[src/logic/rtcs_pkg.sv]
// constants for the real-time clock, calendar and sample interval block
package rtcs_pkg;

  // ---------------------------------------------------------------
  // register port geometry
  // ---------------------------------------------------------------
  localparam int ADDR_W = 16;
  localparam int DATA_W = 8;
  localparam int RATE_W = 14;
  localparam int DIV_W  = 32;

  // ---------------------------------------------------------------
  // register offsets
  // ---------------------------------------------------------------
  localparam logic [ADDR_W-1:0] ADDR_SEC      = 16'h0200;
  localparam logic [ADDR_W-1:0] ADDR_MIN      = 16'h0201;
  localparam logic [ADDR_W-1:0] ADDR_HOUR     = 16'h0202;
  localparam logic [ADDR_W-1:0] ADDR_DATE     = 16'h0203;
  localparam logic [ADDR_W-1:0] ADDR_MONTH    = 16'h0204;
  localparam logic [ADDR_W-1:0] ADDR_YEAR     = 16'h0205;
  localparam logic [ADDR_W-1:0] ADDR_RATE_LO  = 16'h0206;
  localparam logic [ADDR_W-1:0] ADDR_RATE_HI  = 16'h0207;
  localparam logic [ADDR_W-1:0] ADDR_RTC_CTRL = 16'h0212;

  // ---------------------------------------------------------------
  // writable bit masks, whose cleared bits are constant zero, and MASK_MONNUM for the month number
  // ---------------------------------------------------------------
  localparam logic [DATA_W-1:0] MASK_SEC     = 8'h7f;
  localparam logic [DATA_W-1:0] MASK_MIN     = 8'h7f;
  localparam logic [DATA_W-1:0] MASK_HOUR    = 8'h7f;
  localparam logic [DATA_W-1:0] MASK_DATE    = 8'h3f;
  localparam logic [DATA_W-1:0] MASK_MONTH   = 8'h9f;
  localparam logic [DATA_W-1:0] MASK_MONNUM  = 8'h1f;
  localparam logic [DATA_W-1:0] MASK_YEAR    = 8'hff;
  localparam logic [DATA_W-1:0] MASK_RATE_HI = 8'h3f;

  // ---------------------------------------------------------------
  // field positions
  // ---------------------------------------------------------------
  localparam int HOUR_MODE12_BIT = 6;
  localparam int HOUR_PM_BIT     = 5;
  localparam int CENTURY_TOGGLE_BIT        = 7;
  localparam int CTRL_OSC_BIT    = 0;
  localparam int CTRL_UNIT_BIT   = 1;

  // ---------------------------------------------------------------
  // values after reset
  // ---------------------------------------------------------------
  localparam logic [DATA_W-1:0] RST_SEC   = 8'h00;
  localparam logic [DATA_W-1:0] RST_MIN   = 8'h00;
  localparam logic [DATA_W-1:0] RST_HOUR  = 8'h00;
  localparam logic [DATA_W-1:0] RST_DATE  = 8'h01;
  localparam logic [DATA_W-1:0] RST_MONTH = 8'h01;
  localparam logic [DATA_W-1:0] RST_YEAR  = 8'h00;
  localparam logic [RATE_W-1:0] RST_RATE  = 14'h0001;

  // ---------------------------------------------------------------
  // bcd limits
  // ---------------------------------------------------------------
  localparam logic [DATA_W-1:0] BCD_ZERO   = 8'h00;
  localparam logic [DATA_W-1:0] BCD_ONE    = 8'h01;
  localparam logic [DATA_W-1:0] BCD_59     = 8'h59;
  localparam logic [DATA_W-1:0] BCD_23     = 8'h23;
  localparam logic [DATA_W-1:0] BCD_12     = 8'h12;
  localparam logic [DATA_W-1:0] BCD_11     = 8'h11;
  localparam logic [DATA_W-1:0] BCD_99     = 8'h99;
  localparam logic [DATA_W-1:0] BCD_FEB    = 8'h02;
  localparam logic [DATA_W-1:0] BCD_APR    = 8'h04;
  localparam logic [DATA_W-1:0] BCD_JUN    = 8'h06;
  localparam logic [DATA_W-1:0] BCD_SEP    = 8'h09;
  localparam logic [DATA_W-1:0] BCD_NOV    = 8'h11;
  localparam logic [DATA_W-1:0] BCD_DAYS28 = 8'h28;
  localparam logic [DATA_W-1:0] BCD_DAYS29 = 8'h29;
  localparam logic [DATA_W-1:0] BCD_DAYS30 = 8'h30;
  localparam logic [DATA_W-1:0] BCD_DAYS31 = 8'h31;

  // ---------------------------------------------------------------
  // timing
  // ---------------------------------------------------------------
  localparam int CLK_PERIOD_NS = 20;
  localparam int SECOND_NS     = 1000000000;
  localparam int SEC_CYCLES    = SECOND_NS / CLK_PERIOD_NS;

endpackage : rtcs_pkg
[src/logic/rtcs_bcd_step.sv]
// one bcd counter step with programmable wrap limit
`timescale 1ns/100ps
`default_nettype none

module rtcs_bcd_step
(
  // current value and limits
  input  wire logic [7:0] cur,
  input  wire logic [7:0] maxVal,
  input  wire logic [7:0] minVal,
  // stepped value
  output logic      [7:0] nxt,
  output logic            wrap
);

  // ---------------------------------------------------------------
  // increment
  // ---------------------------------------------------------------

  // values at or past the limit wrap, so a bad host write recovers
  always_comb
  begin
    wrap = (cur >= maxVal);
    if (wrap)
    begin
      nxt = minVal;
    end
    else if (cur[3:0] >= 4'h9)
    begin
      nxt = {4'(cur[7:4] + 4'h1), 4'h0};
    end
    else
    begin
      nxt = {cur[7:4], 4'(cur[3:0] + 4'h1)};
    end
  end

endmodule : rtcs_bcd_step

`default_nettype wire

[src/logic/rtcs_calendar.sv]
// real-time clock, calendar and sample interval timer
`timescale 1ns/100ps
`default_nettype none

module rtcs_calendar
#(
  parameter int unsigned TICKS_PER_SEC = rtcs_pkg::SEC_CYCLES
)
(
  // clock and reset
  input  wire logic                        clk,
  input  wire logic                        rst_b,
  // register port
  input  wire logic [rtcs_pkg::ADDR_W-1:0] regAddr,
  input  wire logic [rtcs_pkg::DATA_W-1:0] regWrData,
  input  wire logic                        regWrEn,
  input  wire logic                        regRdEn,
  output logic      [rtcs_pkg::DATA_W-1:0] regRdData,
  // mission control
  input  wire logic                        missionActive,
  input  wire logic                        startCmd,
  // status and logging
  output logic                             oscillatorRun,
  output logic                             sampleUnitSeconds,
  output logic                             secondTick,
  output logic                             logStrobe
);

  import rtcs_pkg::*;

  // ---------------------------------------------------------------
  // state
  // ---------------------------------------------------------------
  logic [DATA_W-1:0] secQ;
  logic [DATA_W-1:0] minQ;
  logic [DATA_W-1:0] hourQ;
  logic [DATA_W-1:0] dateQ;
  logic [DATA_W-1:0] monthQ;
  logic [DATA_W-1:0] yearQ;
  logic [DATA_W-1:0] snapMinQ;
  logic [DATA_W-1:0] snapHourQ;
  logic [DATA_W-1:0] snapDateQ;
  logic [DATA_W-1:0] snapMonthQ;
  logic [DATA_W-1:0] snapYearQ;
  logic [DATA_W-1:0] rdDataQ;
  logic [RATE_W-1:0] rateQ;
  logic [RATE_W-1:0] remainQ;
  logic [DIV_W-1:0]  divQ;
  logic              oscRunQ;
  logic              unitSecQ;
  logic              logStrobeQ;

  // ---------------------------------------------------------------
  // write decode
  // ---------------------------------------------------------------
  logic wrOpen;
  logic wrSec;
  logic wrMin;
  logic wrHour;
  logic wrDate;
  logic wrMonth;
  logic wrYear;
  logic wrRateLo;
  logic wrRateHi;
  logic wrCtrl;

  assign wrOpen   = regWrEn && !missionActive;
  assign wrSec    = wrOpen && (regAddr == ADDR_SEC);
  assign wrMin    = wrOpen && (regAddr == ADDR_MIN);
  assign wrHour   = wrOpen && (regAddr == ADDR_HOUR);
  assign wrDate   = wrOpen && (regAddr == ADDR_DATE);
  assign wrMonth  = wrOpen && (regAddr == ADDR_MONTH);
  assign wrYear   = wrOpen && (regAddr == ADDR_YEAR);
  assign wrRateLo = wrOpen && (regAddr == ADDR_RATE_LO);
  assign wrRateHi = wrOpen && (regAddr == ADDR_RATE_HI);
  assign wrCtrl   = wrOpen && (regAddr == ADDR_RTC_CTRL);

  // ---------------------------------------------------------------
  // oscillator and one-second divider
  // ---------------------------------------------------------------
  logic secTick;

  assign secTick = oscRunQ && (divQ == DIV_W'(TICKS_PER_SEC - 1));

  // start commands force oscillator
  // a start command wins over a host write that clears the bit
  always_ff @(posedge clk or negedge rst_b)
  begin
    if (!rst_b)
    begin
      oscRunQ <= 1'b0;
    end
    else if (startCmd)
    begin
      oscRunQ <= 1'b1;
    end
    else if (wrCtrl)
    begin
      oscRunQ <= regWrData[CTRL_OSC_BIT];
    end
  end

  always_ff @(posedge clk or negedge rst_b)
  begin
    if (!rst_b)
    begin
      unitSecQ <= 1'b0;
    end
    else if (wrCtrl)
    begin
      unitSecQ <= regWrData[CTRL_UNIT_BIT];
    end
  end

  // divider restarts at a seconds write so the new second is whole
  always_ff @(posedge clk or negedge rst_b)
  begin
    if (!rst_b)
    begin
      divQ <= '0;
    end
    else if (!oscRunQ || wrSec || secTick)
    begin
      divQ <= '0;
    end
    else
    begin
      divQ <= divQ + DIV_W'(1);
    end
  end

  // ---------------------------------------------------------------
  // bcd steppers
  // ---------------------------------------------------------------
  logic [DATA_W-1:0] secNext;
  logic [DATA_W-1:0] minNext;
  logic [DATA_W-1:0] hour24Next;
  logic [DATA_W-1:0] hour12Next;
  logic [DATA_W-1:0] dateNext;
  logic [DATA_W-1:0] monthNext;
  logic [DATA_W-1:0] yearNext;
  logic [DATA_W-1:0] daysInMonth;
  logic              secWrap;
  logic              minWrap;
  logic              hour24Wrap;
  logic              dateWrap;
  logic              monthWrap;
  logic              yearWrap;

  // seconds and minutes roll at 59
  rtcs_bcd_step uSec
  (
    .cur    (secQ),
    .maxVal (BCD_59),
    .minVal (BCD_ZERO),
    .nxt    (secNext),
    .wrap   (secWrap)
  );

  rtcs_bcd_step uMin
  (
    .cur    (minQ),
    .maxVal (BCD_59),
    .minVal (BCD_ZERO),
    .nxt    (minNext),
    .wrap   (minWrap)
  );

  // bit 5 counts as twenties digit
  rtcs_bcd_step uHour24
  (
    .cur    ({2'b00, hourQ[5:0]}),
    .maxVal (BCD_23),
    .minVal (BCD_ZERO),
    .nxt    (hour24Next),
    .wrap   (hour24Wrap)
  );

  // twelve-hour count runs 01..12 in the low five bits
  rtcs_bcd_step uHour12
  (
    .cur    ({3'b000, hourQ[4:0]}),
    .maxVal (BCD_12),
    .minVal (BCD_ONE),
    .nxt    (hour12Next),
    .wrap   ()
  );

  rtcs_bcd_step uDate
  (
    .cur    (dateQ),
    .maxVal (daysInMonth),
    .minVal (BCD_ONE),
    .nxt    (dateNext),
    .wrap   (dateWrap)
  );

  rtcs_bcd_step uMonth
  (
    .cur    (monthQ & MASK_MONNUM),
    .maxVal (BCD_12),
    .minVal (BCD_ONE),
    .nxt    (monthNext),
    .wrap   (monthWrap)
  );

  rtcs_bcd_step uYear
  (
    .cur    (yearQ),
    .maxVal (BCD_99),
    .minVal (BCD_ZERO),
    .nxt    (yearNext),
    .wrap   (yearWrap)
  );

  // ---------------------------------------------------------------
  // hour format and month length
  // ---------------------------------------------------------------
  logic              mode12;
  logic              isPm;
  logic              atEleven;
  logic              dayCarry;
  logic              leapYear;
  logic [DATA_W-1:0] hourNext;
  logic [DATA_W-1:0] monthNum;

  assign mode12   = hourQ[HOUR_MODE12_BIT];
  assign isPm     = hourQ[HOUR_PM_BIT];
  assign atEleven = ({3'b000, hourQ[4:0]} == BCD_11);
  assign monthNum = monthQ & MASK_MONNUM;

  // half of day flips at eleven to twelve
  always_comb
  begin
    if (mode12)
    begin
      hourNext = {1'b0, 1'b1, isPm ^ atEleven, hour12Next[4:0]};
      dayCarry = isPm && atEleven;
    end
    else
    begin
      hourNext = {2'b00, hour24Next[5:0]};
      dayCarry = hour24Wrap;
    end
  end

  // two-digit year divisible by four, no century exception
  // in bcd: even tens with units 0,4,8 or odd tens with units 2,6
  always_comb
  begin
    if (!yearQ[4])
    begin
      leapYear = (yearQ[3:0] == 4'h0) || (yearQ[3:0] == 4'h4) || (yearQ[3:0] == 4'h8);
    end
    else
    begin
      leapYear = (yearQ[3:0] == 4'h2) || (yearQ[3:0] == 4'h6);
    end
  end

  always_comb
  begin
    if (monthNum == BCD_FEB)
    begin
      daysInMonth = leapYear ? BCD_DAYS29 : BCD_DAYS28;
    end
    else if ((monthNum == BCD_APR) || (monthNum == BCD_JUN) || (monthNum == BCD_SEP) || (monthNum == BCD_NOV))
    begin
      daysInMonth = BCD_DAYS30;
    end
    else
    begin
      daysInMonth = BCD_DAYS31;
    end
  end

  // ---------------------------------------------------------------
  // carry chain
  // ---------------------------------------------------------------
  logic minTick;
  logic hourTick;
  logic dayTick;
  logic monthTick;
  logic yearTick;

  assign minTick   = secTick && secWrap;
  assign hourTick  = minTick && minWrap;
  assign dayTick   = hourTick && dayCarry;
  assign monthTick = dayTick && dateWrap;
  assign yearTick  = monthTick && monthWrap;

  // ---------------------------------------------------------------
  // time registers; a host write wins over a tick in the same cycle
  // ---------------------------------------------------------------

  // masked writes keep zero bits zero
  always_ff @(posedge clk or negedge rst_b)
  begin
    if (!rst_b)
    begin
      secQ <= RST_SEC;
      minQ <= RST_MIN;
    end
    else
    begin
      if (wrSec)
        secQ <= regWrData & MASK_SEC;
      else if (secTick)
        secQ <= secNext;
      if (wrMin)
        minQ <= regWrData & MASK_MIN;
      else if (minTick)
        minQ <= minNext;
    end
  end

  // hours and date
  always_ff @(posedge clk or negedge rst_b)
  begin
    if (!rst_b)
    begin
      hourQ <= RST_HOUR;
      dateQ <= RST_DATE;
    end
    else
    begin
      if (wrHour)
        hourQ <= regWrData & MASK_HOUR;
      else if (hourTick)
        hourQ <= hourNext;
      if (wrDate)
        dateQ <= regWrData & MASK_DATE;
      else if (dayTick)
        dateQ <= dateNext;
    end
  end

  always_ff @(posedge clk or negedge rst_b)
  begin
    if (!rst_b)
    begin
      monthQ <= RST_MONTH;
      yearQ  <= RST_YEAR;
    end
    else
    begin
      if (wrMonth)
        monthQ <= regWrData & MASK_MONTH;
      else if (monthTick)
        monthQ <= {monthQ[CENTURY_TOGGLE_BIT] ^ (yearTick && yearWrap), monthNext[6:0]};
      if (wrYear)
        yearQ <= regWrData & MASK_YEAR;
      else if (yearTick)
        yearQ <= yearNext;
    end
  end

  // ---------------------------------------------------------------
  // sample interval
  // ---------------------------------------------------------------
  logic [RATE_W-1:0] rateEff;
  logic              unitTick;
  logic              intervalDone;

  always_ff @(posedge clk or negedge rst_b)
  begin
    if (!rst_b)
    begin
      rateQ <= RST_RATE;
    end
    else if (wrRateLo)
    begin
      rateQ <= {rateQ[RATE_W-1:DATA_W], regWrData};
    end
    else if (wrRateHi)
    begin
      rateQ <= {regWrData[RATE_W-DATA_W-1:0], rateQ[DATA_W-1:0]};
    end
  end

  assign rateEff = (rateQ == '0) ? RATE_W'(1) : rateQ;

  // the host keeps unit and interval consistent
  assign unitTick     = unitSecQ ? secTick : minTick;
  assign intervalDone = (remainQ <= RATE_W'(1));

  // reload after each logging event
  // counter idles loaded so the first event of a mission comes on the rateEff-th unit tick after it starts
  always_ff @(posedge clk or negedge rst_b)
  begin
    if (!rst_b)
    begin
      remainQ <= RST_RATE;
    end
    else if (!missionActive)
    begin
      remainQ <= rateEff;
    end
    else if (unitTick)
    begin
      remainQ <= intervalDone ? rateEff : remainQ - RATE_W'(1);
    end
  end

  always_ff @(posedge clk or negedge rst_b)
  begin
    if (!rst_b)
    begin
      logStrobeQ <= 1'b0;
    end
    else
    begin
      logStrobeQ <= missionActive && unitTick && intervalDone;
    end
  end

  // ---------------------------------------------------------------
  // read path
  // ---------------------------------------------------------------
  logic rdSec;

  assign rdSec = regRdEn && (regAddr == ADDR_SEC);

  // snapshot at seconds read
  // later bytes come from the snapshot so a rollover mid-read cannot tear them
  always_ff @(posedge clk or negedge rst_b)
  begin
    if (!rst_b)
    begin
      snapMinQ   <= RST_MIN;
      snapHourQ  <= RST_HOUR;
      snapDateQ  <= RST_DATE;
      snapMonthQ <= RST_MONTH;
      snapYearQ  <= RST_YEAR;
    end
    else if (rdSec)
    begin
      snapMinQ   <= minQ;
      snapHourQ  <= hourQ;
      snapDateQ  <= dateQ;
      snapMonthQ <= monthQ;
      snapYearQ  <= yearQ;
    end
  end

  // constant-zero bits read zero
  // unmapped offsets read zero
  always_ff @(posedge clk or negedge rst_b)
  begin
    if (!rst_b)
    begin
      rdDataQ <= '0;
    end
    else if (regRdEn)
    begin
      case (regAddr)
        ADDR_SEC:      rdDataQ <= secQ & MASK_SEC;
        ADDR_MIN:      rdDataQ <= snapMinQ & MASK_MIN;
        ADDR_HOUR:     rdDataQ <= snapHourQ & MASK_HOUR;
        ADDR_DATE:     rdDataQ <= snapDateQ & MASK_DATE;
        ADDR_MONTH:    rdDataQ <= snapMonthQ & MASK_MONTH;
        ADDR_YEAR:     rdDataQ <= snapYearQ & MASK_YEAR;
        ADDR_RATE_LO:  rdDataQ <= rateQ[DATA_W-1:0];
        ADDR_RATE_HI:  rdDataQ <= {2'b00, rateQ[RATE_W-1:DATA_W]};
        ADDR_RTC_CTRL: rdDataQ <= {6'h00, unitSecQ, oscRunQ};
        default:       rdDataQ <= '0;
      endcase
    end
  end

  // ---------------------------------------------------------------
  // outputs
  // ---------------------------------------------------------------
  assign regRdData         = rdDataQ;
  assign oscillatorRun     = oscRunQ;
  assign sampleUnitSeconds = unitSecQ;
  assign secondTick        = secTick;
  assign logStrobe         = logStrobeQ;

endmodule : rtcs_calendar

`default_nettype wire

[config.mk]
export PLATFORM = sky130hd
export DESIGN_NAME = rtcs_calendar
export DESIGN_NICKNAME = d
export VERILOG_FILES = /design/src/logic/rtcs_pkg.sv /design/src/logic/rtcs_bcd_step.sv /design/src/logic/rtcs_calendar.sv
export SDC_FILE = /design/constraint.sdc
export NUM_CORES = 1
export LEC_CHECK = 0
export ABC_CLOCK_PERIOD_IN_PS = 10050
export BUFFER_PORTS_ARGS = -buffer_cell sky130_fd_sc_hd__clkbuf_2
export CAP_MARGIN = 10
export CORE_UTILIZATION = 42
export CTS_BUF_LIST = sky130_fd_sc_hd__clkbuf_16
export CTS_CLUSTER_DIAMETER = 200
export CTS_CLUSTER_SIZE = 10
export DETAILED_ROUTE_END_ITERATION = 6
export PLACE_DENSITY = 0.59
export RECOVER_POWER = 50
export SETUP_SLACK_MARGIN = 0.02
export SLEW_MARGIN = 0
export SYNTH_ARGS = -nofsm -noshare
export SYNTH_HDL_FRONTEND = slang
export SYNTH_SLANG_ARGS = --single-unit
[constraint.sdc]
create_clock -name clk -period 10.05 [get_ports clk]
set_input_delay 1.005 -clock clk [delete_from_list [all_inputs] [get_ports clk]]
set_output_delay 1.005 -clock clk [all_outputs]
set_load 0.005 [all_outputs]
==> flow_results.org, run 1 <==
** Status
- The flow ran to the end, but the final reports show violations.
- The checks that failed: max-capacitance violations, max-slew violations.

** Drt
- For this block, the initial DRC count from the detailed router was 410.
- Via-to-Cell Ratio :: 5.69
- After detailed routing, the average wire length per cell comes to 18.6 µm.
- Number of search-and-repair iterations in the first detailed-routing pass :: 5
- For this run, design rule violations remaining after detail routing come to 0.
- Via Count :: 6,759
- Post-detailed-route count of antenna-violating nets :: 0
- Total routed wirelength :: 22,100 µm

** Die
- Die extent in x :: 146 µm
- The die covers 21,200 µm².
- Once the floorplan was initialized, standard cells occupied 42.8% of the core.
- During I/O placement, the number of pins put on the boundary was 42.
- The floorplan step set the die height to 146 µm.
- Number of placement rows :: 52
- The core region is 20,200 µm².

** Logic synthesis
- Post-synth ARST share :: 100%
- Summed instance area of the synthesized netlist :: 8670 µm²
- A synthesized cell averages 9.88 µm².
- The synthesized design contains 150 register bits.
- The most used flip-flop cell after synthesis is dfrtp_1.
- Cell variety after synth :: 75
- Synth Net Count :: 945
- Yosys warning count :: 0
- Sequential fraction of the synthesis area :: 43.4%
- Synth Instances :: 877
- In this run, synthesis inferred 0 flip-flops with an integrated enable.

** Worst hold path
- Type of the most critical hold path :: register to register

** Cells and area
- Count of nets after finishing :: 973
- The finished cells cover 9650 µm².
- Share of post-route cells with drive strength above 1 :: 18.4%
- The number of antenna diodes in the final layout is 0.
- Synth-to-Final Area Change :: 11.3%

** STA
- Total negative slack :: 0 ps
- The final-report hold violation count is 0.
- For the finished layout, the period the worst path requires is 4760 ps.
- Headroom to the max-slew limit came out at -193%.
- Transition at the pin with the smallest max-transition slack :: 4400 ps
- Based on the critical path, the design can be clocked at up to 210 MHz.
- Count of final setup violators :: 0
- Setup repair after global routing left no endpoint under its margin.
- The clock arrives with 11.8 ps of skew.
- Number of max-slew violations in the final report :: 81
- Portion of the clock cycle consumed by the worst path in the final layout :: 47.4%

** Place
- Post-DP HPWL :: 15,600 µm
- Placed cell areas :: 9110 µm²
- The count of buffers added on input and output ports is 41.
- Final weighted congestion in routability-driven placement :: 0.820

** Setup path
- Kind of launch point of the worst setup path :: input port
- Kind of cell with the highest combined delay on the critical path :: buffers and inverters
- Worst path bufs/invs :: 2
- Kind of end point of the critical path :: asynchronous set/reset pin
- Stage delay of the slowest cell on the critical path :: 3020 ps
- Cells along the critical path :: clkbuf_1, buf_4
- Among all stages on the critical path, the largest delay is contributed by clkbuf_1.
- Maximum net fanout on the critical path :: 80
- Crit Path Category :: input port to asynchronous set/reset pin
- For the worst setup path, the data required time is 10,490 ps.
- For the worst setup path, the data arrival time is 5200 ps.

** Flow run
- Maximum capacitance violations :: 1

** Clock tree
- CTS max path bufs :: 2
- Clock-pin slew on the worst setup and hold paths :: 70 ps
- Clock tree from TritonCTS :: done
- After clock tree synthesis, the repair step resized 0 gates.
- CTS Hold Bufs :: 0
- Clock tree root buffer cell :: clkbuf_16
- CTS built an H-tree with a depth of 4.
- Insertion delay to the later sink of the worst-skew pair :: 430 ps
- The clock net in this run drives a total of 150 sinks.
- After clock tree synthesis, the setup repair step added 0 buffers.
- Cts bufs inserted :: 17

** Pwr
- The worst-case IR drop observed on VDD is 0.124 mV.
- Static leakage power :: 4.34 nW
- Total power divided by cell area :: 148 nW/µm²

** Global routing
- Number of global-route vias before repair :: 6,558
- Number of antenna violations at the first check in global routing :: 0
- Largest net degree at the start of global routing :: 81
- The first global-routing pass estimated 36,200 µm of wire.
- Grt total ovfl :: 0
- Global Route Usage Sum :: 22.0%
==> cell usage in the layout (no fill, tap or decap), types with 6 or more instances in the layout <==
master / netlist / final
nor3_1: 20 / 20
clkbuf_16: 0 / 17
mux2_2: 65 / 65
dfstp_2: 6 / 6
a21o_1: 6 / 6
nand2b_1: 6 / 6
nand2_1: 49 / 49
nor2_1: 95 / 95
a22oi_1: 9 / 9
mux2i_1: 9 / 9
clkbuf_2: 0 / 37
a31oi_1: 11 / 11
mux4_2: 7 / 7
a21oi_1: 45 / 45
buf_4: 0 / 6
nand4_1: 16 / 16
inv_1: 41 / 41
ha_1: 38 / 38
xnor2_1: 11 / 11
nor2b_1: 10 / 10
nor4b_1: 7 / 7
nand3_1: 40 / 40
o21ai_0: 39 / 39
xor2_1: 22 / 22
nor4_1: 17 / 17
dfrtp_1: 144 / 144
or3_1: 9 / 9
and3_1: 10 / 10
==> path summary, 6_finish.rpt <==
kind | from | to | slack, ps | depth (start not counted)
setup reg to reg | yearQ[0] | yearQ[2] | 6070 | 14
setup / recovery | rst_b | divQ[2] | 5290 | 2
hold reg to reg | regRdData[6] | regRdData[6] | 480 | 1
min in group asynchronous | rst_b | minQ[2] | 2130 | 1
max in group clk | yearQ[0] | yearQ[2] | 6070 | 14
hold / removal | regRdData[6] | regRdData[6] | 480 | 1
==> area by class of cell <==
| cell class | instances | area [µm²] |
|---|---|---|
| fillers | 1909 | 10600 |
| multi-input cells | 648 | 4600 |
| flip-flops and latches | 150 | 3760 |
| clock buffers | 17 | 425 |
| well taps | 270 | 338 |
| repair buffers | 47 | 245 |
| inverters | 41 | 154 |
| clock inverters | 15 | 123 |
==> power breakdown <==
group / internal (mW) / switching (mW) / total, mW / leakage (nW)
logic: 0.0596 / 0.104 / 0.164 / 2.19
registers: 0.634 / 0.0296 / 0.664 / 1.89
clock network: 0.320 / 0.283 / 0.604 / 0.252
==> registers in the layout (all words and copies together), names as in the netlist <==
name and flops:
secQ 8, snapMonthQ 6, remainQ 14, sampleUnitSeconds 1, logStrobe 1, snapHourQ 7
oscillatorRun 1, monthQ 6, divQ 32, hourQ 7, regRdData 8, snapDateQ 6
minQ 8, yearQ 8, dateQ 8, rateQ 14, snapMinQ 7, snapYearQ 8
==> synth_stat cells (all sizes together) (5+ instances only) <==
library cell	instances	area [µm²]
a22oi	9	67.6
mux2	65	732
and3	10	62.6
mux2i	9	90.1
or4	6	52.6
o21ai	41	205
a31oi	11	68.8
nor2	95	357
mux4	7	158
a21o	6	45.0
or3	9	56.3
nor3b	6	50.1
a2bb2oi	5	43.8
clkbuf	31	116
inv	41	154
a211oi	5	37.5
buf	7	36.3
ha	38	475
nand3	41	210
a21oi	45	225
and4	5	43.8
nor2b	10	62.6
nor4b	8	76.3
nand2b	6	37.5
dfstp	6	158
o22ai	5	31.3
nor3	21	110
xor2	22	193
nand4	16	100
o41ai	5	51.3
dfrtp	144	3600
nor4	18	128
nand2	49	184
xnor2	11	96.3
==> per-stage QoR <==
stage,hold slack [ps],cells,power [mW],utilization (%),setup WS [ps]
after detailed placement,470,1156,0.839,45.0,6090
after CTS,486,1188,1.44,47.7,6080
final,480,1188,1.43,47.7,5290
after floorplan,450,877,0.782,-,6580
after global routing,508,1188,1.49,47.7,4360
after global placement,467,1156,0.837,45.0,6140
==> cells by family after synthesis <==
logic type | Yosys count | share of synthesized area, %
multiplexers | 81 | 11.3
adder cells (fa/ha/maj) | 38 | 5.49
AO/OA/AOI/OAI | 180 | 13.7
buffers and inverters | 79 | 3.54
AND/OR/NAND/NOR | 316 | 19.2
flip-flops | 150 | 43.4
XOR/XNOR | 33 | 3.33
==> routing by layer <==
metal / up-vias / GRT usage, % / wire length, µm
met3: 32 / 4.29 / 809
met2: 142 / 34.9 / 10500
met5: - / 0 / 0
li1: 3258 / - / -
met1: 3327 / 30.2 / 10300
met4: 0 / 7.53 / 472
(Power assumes the default switching activity.)
==> run 2, diff against run 1 <==
--- a/config.mk
+++ b/config.mk
@@ -5,7 +5,7 @@
 export SDC_FILE = /design/constraint.sdc
 export NUM_CORES = 1
 export LEC_CHECK = 0
-export ABC_CLOCK_PERIOD_IN_PS = 10050
+export ABC_CLOCK_PERIOD_IN_PS = 4500
 export BUFFER_PORTS_ARGS = -buffer_cell sky130_fd_sc_hd__clkbuf_2
 export CAP_MARGIN = 10
 export CORE_UTILIZATION = 42
==> constraint.sdc (replaced) <==
create_clock -name clk -period 4.5 [get_ports clk]
set_input_delay 0.45 -clock clk [delete_from_list [all_inputs] [get_ports clk]]
set_output_delay 0.45 -clock clk [all_outputs]
set_load 0.005 [all_outputs]
==> run 2 against run 1 <==
The flow still finishes with violations (max-capacitance violations, max-slew violations). Power up 120%. Non-clock buffer count rose by 6. Critical path depth up 13. Flip-flop and latch count unchanged. Final area grew 0.51%.
==> flow_results.org, run 2 (same netlist as run 1, synthesis figures left out) <==
** Status
- Result of the run :: complete, but fails checks
- Failing checks :: max-capacitance violations, max-slew violations

** Pwr
- Sequential cells account for 46.2% of the total power.
- Across the VDD grid, the largest voltage drop is 0.260 mV.
- P_int :: 2.28 mW
- For this design the static power due to leakage is 4.39 nW.
- For this design the ratio of total power to cell area is 332 nW/µm².
- Clock network fraction of total power :: 42.3%
- Fraction of power spent switching nets :: 29.2%
- Reported net switching power :: 0.940 mW
- The share of total power dissipated in combinational logic is 11.5%.

** Setup path
- At the worst endpoint, the arrival time is 4110 ps.
- Highest-delay cell along the critical path :: or3_1
- Setup slack on the worst reg-to-reg path comes out at 750 ps.
- STA classifies the critical path endpoint as a register.
- The setup path with the least slack is of type register to register.
- Stage delay of the slowest cell on the critical path :: 620 ps
- The worst register-to-register path begins at yearQ[0].
- Kind of launch point of the worst setup path :: register
- Cells along the critical path :: inv_1, ha_1, nand2b_1, a21boi_0, o221ai_1, nand2_1, a32oi_1, ha_1, nor4b_1, o221ai_1, buf_4, nand4_1, or3_1, or4_1, a31oi_1
- Maximum net fanout on the critical path :: 9
- The worst register-to-register path ends at yearQ[2].
- Counting cells, the worst reg-to-reg path comes to 15.
- Critical path required time :: 4850 ps

** STA
- Transition at the pin with the smallest max-transition slack :: 2420 ps
- Setup total negative slack on the finished layout was measured at 0 ps.
- Hold is met by 233 ps.
- Final hold violations :: 0
- Number of max-slew violations in the final report :: 155
- Setup violations remaining at the end of the flow were counted as 0.
- Of the available clock period, the critical path in the final layout requires 83.4%.
- On the final layout, the worst clock skew is 11.5 ps.
- Highest Clock Rate :: 266 MHz
- Subtracting the final worst setup slack from the clock period gives 3750 ps.
- Headroom to the max-slew limit came out at -61.5%.
- Setup repair after global routing left no endpoint under its margin.

** Drt
- In the final routed layout, each cell accounts on average for 18.9 µm.
- For this run, design rule violations remaining after detail routing come to 0.
- Iteration-0 DRC Markers :: 376
- For this block, the routed nets add up to 22,500 µm of wire.
- Number of search-and-repair iterations in the first detailed-routing pass :: 5
- Via-to-Cell Ratio :: 5.72
- The final route contains 6,829 vias.
- The count of nets left with antenna violations once routing finished came out at 0.

** Clock tree
- Clock-pin slew was measured on the worst setup and hold paths at 70 ps.
- TritonCTS built the clock tree.
- Clock Sink Count :: 150
- The H-tree was split into 4 levels.
- Insertion delay to the later sink of the worst-skew pair :: 430 ps
- The number of hold buffers added after CTS was 0.
- The number of gates resized after CTS was 0.
- Cts bufs inserted :: 17
- CTS max path bufs :: 2
- Post-CTS setup-driven buffer insertion count :: 0
- Clock tree root buffer cell :: clkbuf_16

** Cells and area
- Ranked by flip-flop count, first place goes to divQ.
- Cells with a size suffix above 1 make up 19.2% of the layout.
- In the final layout, the registers with the most flip-flops are divQ: 32 flops, rateQ: 14 flops, remainQ: 14 flops.
- Relative to the synthesized area, the layout overhead comes to 11.9%.
- Diodes inserted :: 0
- Max FFs per register :: 32
- Leading cell type in the layout, fill and taps excluded :: dfrtp_1
- Highest-count cells in the layout ignoring fill and taps :: dfrtp_1 (144), nor2_1 (95), mux2_2 (65), nand2_1 (49), a21oi_1 (45)
- Footprint of the multi-input gates :: 4600 µm²
- Fill count :: 1,901
- Summing all non-filler instances in the final layout gives an area of 9700 µm².
- Across the whole layout, storage elements account for 3760 µm².
- Count of nets after finishing :: 979

** Place
- At the end of routability-driven placement, the weighted congestion stood at 0.840.
- Number of buffers added on ports :: 41
- Summed over all nets, the half-perimeter wirelength after detailed placement is 16,000 µm.
- Placed cell areas :: 9160 µm²

** Global routing
- Summed over all layers, the global routing overflow is 0.
- The first global-routing pass estimated 36,600 µm of wire.
- Number of antenna violations at the first check in global routing :: 1
- Number of global-route vias before repair :: 6,648
- Largest net degree at the start of global routing :: 95
- Across every metal layer, demand over resource in global routing totals 22.3%.

** Worst hold path
- For hold timing, the worst endpoint is oscillatorRun.
- Worst hold path stage count :: 2
- The worst hold path begins at startCmd.
- Type of the most critical hold path :: input port to register

** Die
- Die extent in y :: 146 µm
- Number of placement rows :: 52
- The die covers 21,200 µm².
- The die is 146 µm wide.
- Number of ports placed on the die boundary :: 42
- In this run the standard cell core region covers 20,200 µm².
- Starting density of the core :: 42.8%

** Flow run
- Maximum capacitance violations :: 3
-- run 2: layout make-up --
type	count	area share (%)
Clock inverter	15	1.34
Clock buffer	17	4.39
Sequential cell	150	38.8
Tap cell	270	3.48
Timing Repair Buffer	53	2.96
Inverter	41	1.59
Multi-Input combinational cell	648	47.5
-- run 2: per-layer routing --
metal	track usage, %	vias up	part of all wire [%]
li1	-	3283	-
met1	30.1	3371	47
met2	35.6	150	46
met3	4.86	25	3.9
met4	7.16	0	2.3
met5	0	-	0
-- run 2: worst max path at each step --
stage / slack (ps) / cells after the start / start / endpoint
2_1_floorplan: 1030 / 15 / yearQ[0] / yearQ[2]
5_1_grt: 410 / 15 / yearQ[0] / yearQ[2]
3_5_place_dp: 790 / 15 / yearQ[0] / yearQ[2]
6_report: 750 / 15 / yearQ[0] / yearQ[2]
4_1_cts: 750 / 15 / yearQ[0] / yearQ[2]
3_3_place_gp: 880 / 15 / yearQ[0] / yearQ[2]
-- run 2: metrics by stage --
| step | worst slack [ps] | util [%] | std cells | total power [mW] |
|---|---|---|---|---|
| 2_1_floorplan | 1030 | - | 877 | 1.75 |
| 3_3_place_gp | 882 | 45.2 | 1162 | 1.87 |
| 3_5_place_dp | 794 | 45.2 | 1162 | 1.88 |
| 4_1_cts | 749 | 48.0 | 1194 | 3.25 |
| 5_1_grt | 410 | 47.9 | 1194 | 3.36 |
| 6_report | 746 | 47.9 | 1194 | 3.22 |
-- run 2: power by group through the flow --
stage               combinational [mW]  clock, mW  sequential, mW
floorplan                        0.255          0            1.49
detailed placement               0.372          0            1.51
global route                     0.418       1.45            1.50
CTS                              0.375       1.39            1.48
finish                           0.371       1.36            1.48
global placement                 0.365          0            1.51
-- run 2: critical path, delay by kind of cell, from the launching register on --
kind | cells | cell delay (ps)
AO/OA/AOI/OAI | 5 | 750
adder cells (fa/ha/maj) | 2 | 500
flip-flops | 1 | 450
AND/OR/NAND/NOR | 6 | 1680
buffers and inverters | 2 | 300
